## config.mk

```make
export PLATFORM = sky130hd
export DESIGN_NAME = bq_event_qualifier
export DESIGN_NICKNAME = d
export VERILOG_FILES = /design/src/design/bq_pkg.sv /design/src/design/bq_alloc_qual.sv /design/src/design/bq_data_qual.sv /design/src/design/bq_event_qualifier.sv
export SDC_FILE = /design/constraint.sdc
export NUM_CORES = 1
export LEC_CHECK = 0
export BUFFER_PORTS_ARGS = -buffer_cell sky130_fd_sc_hd__buf_2
export CAP_MARGIN = 20
export CORE_MARGIN = 1.5
export CORE_UTILIZATION = 55
export DETAILED_ROUTE_END_ITERATION = 10
export PLACE_DENSITY = 0.78
export SLEW_MARGIN = 20
export SYNTH_ARGS = -nofsm -noshare
export SYNTH_HDL_FRONTEND = slang
export SYNTH_SLANG_ARGS = --single-unit
```

## constraint.sdc

```tcl
create_clock -name pclk -period 2.58 [get_ports pclk]
set_input_delay 0.258 -clock pclk [delete_from_list [all_inputs] [get_ports pclk]]
set_output_delay 0.258 -clock pclk [all_outputs]
set_load 0.005 [all_outputs]
```

## src/design/bq_pkg.sv

```systemverilog
`default_nettype none
package bq_pkg;
	// Register byte offsets
	localparam logic [7:0] BQ_OFS_EVENT_SEL = 8'h00;
	localparam logic [7:0] BQ_OFS_COUNTER_CFG = 8'h04;
	localparam logic [7:0] BQ_OFS_TALLY = 8'h08;
	localparam logic [7:0] BQ_OFS_STATUS = 8'h0c;
	// Reset values
	localparam logic [31:0] BQ_RST_EVENT_SEL = 32'h0000_0000;
	localparam logic [31:0] BQ_RST_COUNTER_CFG = 32'h0000_0000;
	localparam logic [15:0] BQ_RST_TALLY = 16'h0000;
	// Event selection register fields
	localparam int BQ_SEL_HI = 31;
	localparam int BQ_SEL_LO = 25;
	localparam int BQ_MASK_HI = 24;
	localparam int BQ_MASK_LO = 9;
	// Counter configuration select field
	localparam int BQ_CSEL_HI = 15;
	localparam int BQ_CSEL_LO = 13;
	localparam logic [2:0] BQ_CSEL_QUEUE_ALLOC = 3'h6;
	// Event select codes
	localparam logic [6:0] BQ_EVT_QUEUE_ALLOC = 7'h03;
	localparam logic [6:0] BQ_EVT_BUS_DATA = 7'h17;
	// Queue allocation mask layout
	localparam int BQ_QM_TYPE_HI = 4;
	localparam int BQ_QM_TYPE_LO = 0;
	localparam logic [4:0] BQ_QM_TYPE_DEFAULT = 5'h01;
	localparam int BQ_QM_ALL_READ = 5;
	localparam int BQ_QM_ALL_WRITE = 6;
	localparam int BQ_QM_UC = 7;
	localparam int BQ_QM_WC = 8;
	localparam int BQ_QM_OWN = 13;
	localparam int BQ_QM_OTHER = 14;
	localparam int BQ_QM_PREFETCH = 15;
	// Bus data activity mask layout
	localparam int BQ_DM_RDY_DRV = 0;
	localparam int BQ_DM_RDY_OWN = 1;
	localparam int BQ_DM_RDY_OTHER = 2;
	localparam int BQ_DM_BSY_DRV = 3;
	localparam int BQ_DM_BSY_OWN = 4;
	localparam int BQ_DM_BSY_OTHER = 5;

	function automatic logic [15:0] bq_mask(input logic [31:0] esel);
		bq_mask = esel[BQ_MASK_HI:BQ_MASK_LO];
	endfunction : bq_mask

	function automatic logic [6:0] bq_select(input logic [31:0] esel);
		bq_select = esel[BQ_SEL_HI:BQ_SEL_LO];
	endfunction : bq_select
endpackage : bq_pkg
`default_nettype wire

```

## src/design/bq_alloc_qual.sv

```systemverilog
`timescale 1ns/100ps
`default_nettype none
module bq_alloc_qual
	import bq_pkg::*;
(
	// Mask
	input wire logic [15:0] mask,
	// Queue allocation attributes
	input wire logic alloc_valid,
	input wire logic [4:0] alloc_req_type,
	input wire logic alloc_is_read,
	input wire logic alloc_uncacheable,
	input wire logic alloc_write_combining,
	input wire logic alloc_self_driven,
	input wire logic alloc_is_store,
	input wire logic alloc_prefetch,
	// Result
	output logic hit
);
	logic type_ok;
	logic rw_ok;
	logic mem_ok;
	logic origin_ok;
	logic prefetch_ok;

	always_comb begin
		// Encoded type field; default code accepts any type
		type_ok = (mask[BQ_QM_TYPE_HI:BQ_QM_TYPE_LO] == BQ_QM_TYPE_DEFAULT) ||
			(mask[BQ_QM_TYPE_HI:BQ_QM_TYPE_LO] == alloc_req_type); // [RULE1] [RULE2]
		rw_ok = (mask[BQ_QM_ALL_READ] && alloc_is_read) ||
			(mask[BQ_QM_ALL_WRITE] && !alloc_is_read); // [RULE3]
		mem_ok = !(mask[BQ_QM_UC] || mask[BQ_QM_WC]) ||
			(mask[BQ_QM_UC] && alloc_uncacheable) ||
			(mask[BQ_QM_WC] && alloc_write_combining); // [RULE3]
		origin_ok = (mask[BQ_QM_OWN] && alloc_self_driven && alloc_is_store) || // [RULE4]
			(mask[BQ_QM_OTHER] && !alloc_self_driven); // [RULE5]
		prefetch_ok = mask[BQ_QM_PREFETCH] || !alloc_prefetch; // [RULE6]
		// Every allocation, retries included, is judged afresh
		hit = alloc_valid && type_ok && rw_ok && mem_ok && origin_ok && prefetch_ok; // [RULE12]
	end
endmodule : bq_alloc_qual
`default_nettype wire

```

## src/design/bq_data_qual.sv

```systemverilog
`timescale 1ns/100ps
`default_nettype none
module bq_data_qual
	import bq_pkg::*;
(
	// Mask
	input wire logic [15:0] mask,
	// Bus data phase
	input wire logic data_ready_signal,
	input wire logic data_busy_signal,
	input wire logic bus_self_driving,
	input wire logic bus_self_owner,
	// Result
	output logic hit
);
	logic ready_self_driven;
	logic ready_self_owned;
	logic ready_foreign_driven;
	logic busy_self_driven;
	logic busy_self_owned;
	logic busy_foreign_driven;

	always_comb begin
		ready_self_driven = data_ready_signal && bus_self_driving;
		ready_self_owned = data_ready_signal && bus_self_owner;
		ready_foreign_driven = data_ready_signal && !bus_self_driving;
		busy_self_driven = data_busy_signal && bus_self_driving;
		busy_self_owned = data_busy_signal && bus_self_owner;
		busy_foreign_driven = data_busy_signal && !bus_self_driving;
		hit = (mask[BQ_DM_RDY_DRV] && ready_self_driven) || // [RULE10]
			(mask[BQ_DM_RDY_OWN] && ready_self_owned) || // [RULE10]
			(mask[BQ_DM_RDY_OTHER] && ready_foreign_driven) || // [RULE10]
			(mask[BQ_DM_BSY_DRV] && busy_self_driven) || // [RULE11]
			(mask[BQ_DM_BSY_OWN] && busy_self_owned) || // [RULE11]
			(mask[BQ_DM_BSY_OTHER] && busy_foreign_driven); // [RULE11]
	end
endmodule : bq_data_qual
`default_nettype wire

```

## src/design/bq_event_qualifier.sv

```systemverilog
// Summary of operation
// [RULE1] Mask is bits 24:9, low five encoded
// [RULE2] Select 03H counts matching request types
// [RULE3] Mask bits pick read/write, UC/WC entries
// [RULE4] Bit 13 counts own driven store requests
// [RULE5] Bit 14 counts other processor/DMA requests
// [RULE6] Bit 15 clear excludes prefetch reads
// [RULE7] Software sets config select 06H, edge
// [RULE8] Privilege filter ignored for queue allocations
// [RULE9] Select 17H counts selected data activity
// [RULE10] Bits 0-2 select data-ready cases
// [RULE11] Bits 3-5 select data-busy cases
// [RULE12] Each queue entry, every retry, counts
// [RULE13] One increment pulse per qualifying cycle
`timescale 1ns/100ps
`default_nettype none
module bq_event_qualifier
	import bq_pkg::*;
(
	// Clock and reset
	input wire logic pclk,
	input wire logic presetn,
	// APB slave
	input wire logic psel,
	input wire logic penable,
	input wire logic pwrite,
	input wire logic [7:0] paddr,
	input wire logic [31:0] pwdata,
	input wire logic [3:0] pstrb,
	output logic [31:0] prdata,
	output logic pready,
	output logic pslverr,
	// Queue allocation
	input wire logic alloc_valid,
	input wire logic [4:0] alloc_req_type,
	input wire logic alloc_is_read,
	input wire logic alloc_uncacheable,
	input wire logic alloc_write_combining,
	input wire logic alloc_self_driven,
	input wire logic alloc_is_store,
	input wire logic alloc_prefetch,
	// Bus data phase
	input wire logic data_ready_signal,
	input wire logic data_busy_signal,
	input wire logic bus_self_driving,
	input wire logic bus_self_owner,
	// Count increments
	output logic count_inc,
	output logic alloc_inc,
	output logic data_inc
);
	typedef struct packed {
		logic [31:0] event_selection_reg;
		logic [31:0] counter_config_reg;
		logic [15:0] alloc_tally;
		logic [15:0] data_tally;
		logic count_inc;
		logic alloc_inc;
		logic data_inc;
		logic pready;
		logic pslverr;
		logic [31:0] prdata;
	} bq_state_s;

	bq_state_s state_reg;
	bq_state_s state_next;
	logic [15:0] mask;
	logic [6:0] select;
	logic alloc_hit;
	logic data_hit;
	logic setup;
	logic access;
	logic mapped;
	logic count_hit;

	function automatic logic [31:0] bq_merge(input logic [31:0] old, input logic [31:0] wd,
		input logic [3:0] strb);
		logic [31:0] r;
		r = old;
		for (int i = 0; i < 4; i++) begin
			if (strb[i]) begin
				r[i*8 +: 8] = wd[i*8 +: 8];
			end
		end
		bq_merge = r;
	endfunction : bq_merge

	// Privilege filter bits 8:0 are stored but never consulted
	assign mask = bq_mask(state_reg.event_selection_reg); // [RULE1] [RULE8]
	assign select = bq_select(state_reg.event_selection_reg);

	bq_alloc_qual u_alloc (
		.mask(mask),
		.alloc_valid(alloc_valid),
		.alloc_req_type(alloc_req_type),
		.alloc_is_read(alloc_is_read),
		.alloc_uncacheable(alloc_uncacheable),
		.alloc_write_combining(alloc_write_combining),
		.alloc_self_driven(alloc_self_driven),
		.alloc_is_store(alloc_is_store),
		.alloc_prefetch(alloc_prefetch),
		.hit(alloc_hit)
	);

	bq_data_qual u_data (
		.mask(mask),
		.data_ready_signal(data_ready_signal),
		.data_busy_signal(data_busy_signal),
		.bus_self_driving(bus_self_driving),
		.bus_self_owner(bus_self_owner),
		.hit(data_hit)
	);

	always_comb begin
		setup = psel && !penable;
		access = psel && penable && state_reg.pready;
		mapped = (paddr == BQ_OFS_EVENT_SEL) || (paddr == BQ_OFS_COUNTER_CFG) ||
			(paddr == BQ_OFS_TALLY) || (paddr == BQ_OFS_STATUS);
		count_hit = ((select == BQ_EVT_QUEUE_ALLOC) && alloc_hit) || // [RULE2]
			((select == BQ_EVT_BUS_DATA) && data_hit); // [RULE9]
		state_next = state_reg;
		// Selected event pulse, one per cycle at most
		state_next.count_inc = count_hit; // [RULE13]
		state_next.alloc_inc = alloc_hit; // [RULE12]
		state_next.data_inc = data_hit; // [RULE9]
		if (alloc_hit) begin
			state_next.alloc_tally = state_reg.alloc_tally + 16'h0001;
		end
		if (data_hit) begin
			state_next.data_tally = state_reg.data_tally + 16'h0001;
		end
		// APB: one access cycle, answer registered in setup
		state_next.pready = setup;
		state_next.pslverr = setup && !mapped;
		state_next.prdata = 32'h0000_0000;
		if (setup && !pwrite) begin
			unique case (paddr)
				BQ_OFS_EVENT_SEL: state_next.prdata = state_reg.event_selection_reg;
				BQ_OFS_COUNTER_CFG: state_next.prdata = state_reg.counter_config_reg;
				BQ_OFS_TALLY: state_next.prdata = {state_reg.data_tally, state_reg.alloc_tally};
				BQ_OFS_STATUS: state_next.prdata = {29'h0000_0000, state_reg.data_inc,
					state_reg.alloc_inc, state_reg.count_inc};
				default: state_next.prdata = 32'h0000_0000;
			endcase
		end
		if (access && pwrite) begin
			unique case (paddr)
				BQ_OFS_EVENT_SEL: state_next.event_selection_reg =
					bq_merge(state_reg.event_selection_reg, pwdata, pstrb);
				BQ_OFS_COUNTER_CFG: state_next.counter_config_reg =
					bq_merge(state_reg.counter_config_reg, pwdata, pstrb);
				BQ_OFS_TALLY: begin
					state_next.alloc_tally = alloc_hit ? 16'h0001 : BQ_RST_TALLY;
					state_next.data_tally = data_hit ? 16'h0001 : BQ_RST_TALLY;
				end
				default: state_next.prdata = 32'h0000_0000;
			endcase
		end
		if (!access) begin
			state_next.pready = setup;
		end else begin
			state_next.pready = 1'b0;
			state_next.pslverr = 1'b0;
		end
	end

	always_ff @(posedge pclk or negedge presetn) begin
		if (!presetn) begin
			state_reg.event_selection_reg <= BQ_RST_EVENT_SEL;
			state_reg.counter_config_reg <= BQ_RST_COUNTER_CFG;
			state_reg.alloc_tally <= BQ_RST_TALLY;
			state_reg.data_tally <= BQ_RST_TALLY;
			state_reg.count_inc <= 1'b0;
			state_reg.alloc_inc <= 1'b0;
			state_reg.data_inc <= 1'b0;
			state_reg.pready <= 1'b0;
			state_reg.pslverr <= 1'b0;
			state_reg.prdata <= 32'h0000_0000;
		end else begin
			state_reg <= state_next;
		end
	end

	assign prdata = state_reg.prdata;
	assign pready = state_reg.pready;
	assign pslverr = state_reg.pslverr;
	assign count_inc = state_reg.count_inc;
	assign alloc_inc = state_reg.alloc_inc;
	assign data_inc = state_reg.data_inc;
endmodule : bq_event_qualifier
`default_nettype wire

```

==> results.json <==
{
  "synth.distinct_cells": 52,
  "grtUsageTotal": 0.251,
  "finalPower_w": 0.00502,
  "cts.repair.resized": 0,
  "post-route-min-period_ns": 2.24,
  "grt_pass1_vias": 4700,
  "h-tree-depth": 4,
  "slowest_delay_ns": 0.62,
  "start_kind": "register",
  "globalplace.congestion": 0.897,
  "num_rows": 39,
  "routedWlPerCell_um": 18.4,
  "synth.ff_latch_count": 133,
  "coreArea_um2": 11400,
  "slew_headroom": 0.325,
  "arrival_ns": 2.51,
  "grt_antenna_before_repair": 0,
  "required_ns": 2.85,
  "clkLatencyLatePin_ns": 0.42,
  "grt_max_degree": 71,
  "drtIter0Drc": 436,
  "syn_nets": 645,
  "vias": 4773,
  "drtAntennaViolNets": 0,
  "yosysSeqAreaShare": 0.518,
  "drv_slew": 0,
  "synthFlopType": "dfrtp_1",
  "clk_path_buf_depth": 2,
  "place_area_um2": 6820,
  "rr_startpoint": "mask[4]$_DFFE_PN0P_",
  "diodes": 0,
  "syn_to_final_growth_pct": 15.7,
  "dp_slack_ns": 0.411,
  "netlist_area_um2": 6420,
  "skew_ns": 0.00511,
  "die_h_um": 111,
  "critical_path_class": "reg2reg",
  "numCtsBuffers": 17,
  "drcViolationCount": 0,
  "tritoncts": "built",
  "clock_sinks": 133,
  "hold_start": "pwdata[17]",
  "fmax_ghz": 0.447,
  "status": "completed",
  "setup_tns_ns": 0,
  "maxCapViolations": 0,
  "yosysWarnings": 0,
  "cp-startpoint": "mask[4]$_DFFE_PN0P_",
  "largest_register_ffs": 73,
  "die_width_um": 111,
  "p_leak_nw": 3.58,
  "cp_max_fo": 30,
  "nets": 714,
  "setup_violations": 0,
  "final_cell_area_um2": 7430,
  "endpoint_kind": "register",
  "drt_wl_total_mm": 14.8,
  "peakVddDrop_v": 0.000477,
  "port_buffers": 101,
  "hold_viol": 0,
  "tightest_slew_ns": 1.01,
  "ys_async_sr_fraction": 1.00,
  "drt_first_pass_iters": 6,
  "min_path_type": "in2reg",
  "dieArea_um2": 12300,
  "cpMaxStageDelayCell": "o31a_1",
  "initial_core_util": 0.563,
  "avgSynthCellArea_um2": 11.1,
  "powerDensity_nw_per_um2": 675,
  "postSynthCellCount": 578,
  "rsz0062_at_grt": "no",
  "synth_edf_count": 0,
  "grt-ovfl-total": 0,
  "dp_hpwl_mm": 10.0,
  "final.period_utilization": 0.867,
  "ios": 102,
  "clock-root-buffer": "clkbuf_16",
  "via_per_inst": 5.94,
  "path_clk_slew_ns": 0.06,
  "finalWorstSetupSlack_ns": 0.344,
  "crit_chain": "xnor2_1, nand3_1, o31a_1, o41ai_1, a21oi_1",
  "drive_gt1_frac": 0.324,
  "grt_pass1_wl_mm": 24.5
}
## worst paths after layout
| path | end | slack [ns] | cells past startpoint |
|---|---|---|---|
| setup / recovery | state_reg[66]$_DFF_PN0_ | 0.34 | 5 |
| hold / removal | state_reg[86]$_DFFE_PN0P_ | 0.08 | 2 |
| setup reg to reg | state_reg[66]$_DFF_PN0_ | 0.34 | 5 |
| hold reg to reg | state_reg[98]$_DFFE_PN0P_ | 0.51 | 1 |
| max in group asynchronous | mask[15]$_DFFE_PN0P_ | 1.46 | 3 |
| min in group asynchronous | state_reg[75]$_DFFE_PN0P_ | 0.30 | 2 |
## synth_stat cells, types with 3 or more instances
master     count  area, um^2
a211oi_1       7        52.6
and3_1         6        37.5
buf_2          9        45.0
buf_4         32         240
mux4_2         3        67.6
nand2_1       27         101
mux2i_1       30         300
o41ai_1        8        70.1
nor2b_1        5        31.3
nand3_1       11        55.1
xnor2_1       19         166
inv_1          7        26.3
and4_1         3        26.3
buf_1          3        11.3
nand4_1       10        62.6
clkbuf_1      13        48.8
nor4_1         4        25.0
or4_1          6        45.0
mux2_2        62         698
o31ai_1        5        37.5
or4b_1         5        50.1
nor2_1        83         312
a21oi_1       49         245
nand4bb_1      3        33.8
dfrtp_1      133        3330
## logic make-up (layout without fill, tap and decap cells)
group | after synthesis | after routing | share of synthesized area
AND/OR/NAND/NOR | 177 | 177 | 0.139
flip-flops | 133 | 133 | 0.518
multiplexers | 97 | 97 | 0.169
AO/OA/AOI/OAI | 82 | 82 | 0.0799
buffers and inverters | 66 | 148 | 0.0614
XOR/XNOR | 21 | 21 | 0.0286
adder cells (fa/ha/maj) | 2 | 2 | 0.00389
## layer usage
metal | vias to the layer above | GRT usage | share of wire
met5 | - | 0 | 0
li1 | 2173 | - | -
met2 | 209 | 0.391 | 0.47
met1 | 2357 | 0.347 | 0.45
met4 | 0 | 0.0937 | 0.021
met3 | 34 | 0.0541 | 0.062
## final cells by class
type,count,area [um^2]
fillers,853,3980
flip-flops and latches,133,3330
multi-input cells,379,2710
repair buffers,109,583
clock buffers,19,453
well taps,143,179
clock inverters,13,156
inverters,7,26.3
## placed cells by master, fill, tap and decap left out, types with 3 or more instances in the layout
cell type / count
clkinvlp_4: 5
or4b_1: 5
nor2b_1: 4
xnor2_1: 19
and4_1: 3
bufinv_16: 3
o41ai_1: 8
mux2i_1: 30
and3_1: 6
nor4_1: 4
o31ai_1: 5
or4_1: 6
a21oi_1: 49
nand3_1: 11
inv_1: 7
buf_4: 7
mux4_2: 3
mux2_2: 62
dfrtp_1: 133
clkinv_2: 4
nor2_1: 83
nand2_1: 27
clkbuf_16: 17
a211oi_1: 7
nand4bb_1: 3
nand4_1: 10
buf_2: 100
## through the flow
stage / util / cells / hold slack, ns
3_5_place_dp: 0.597 / 770 / 0.199
6_report: 0.651 / 803 / 0.0806
2_1_floorplan: - / 578 / -0.0376
3_3_place_gp: 0.597 / 770 / 0.199
4_1_cts: 0.651 / 803 / 0.0725
5_1_grt: 0.651 / 803 / 0.0772
## critical path: cells and delay by family, from the launching register on
family | cells | cell delay (ns)
simple gates | 1 | 0.09
compound gates | 3 | 1.37
flops | 1 | 0.44
xor+xnor | 1 | 0.19
## repair_timing
action,4_1_cts,5_1_grt
hold buffers,1,0
buffers inserted,0,0
hold endpoints to repair,24,0
## report_power, final
| part | switching [W] | total (W) | internal, W |
|---|---|---|---|
| sequential | 0.0000854 | 0.00223 | 0.00215 |
| clock | 0.000896 | 0.00246 | 0.00156 |
| combinational | 0.000196 | 0.000332 | 0.000136 |
Note: power is estimated with default switching activity, not from simulation.
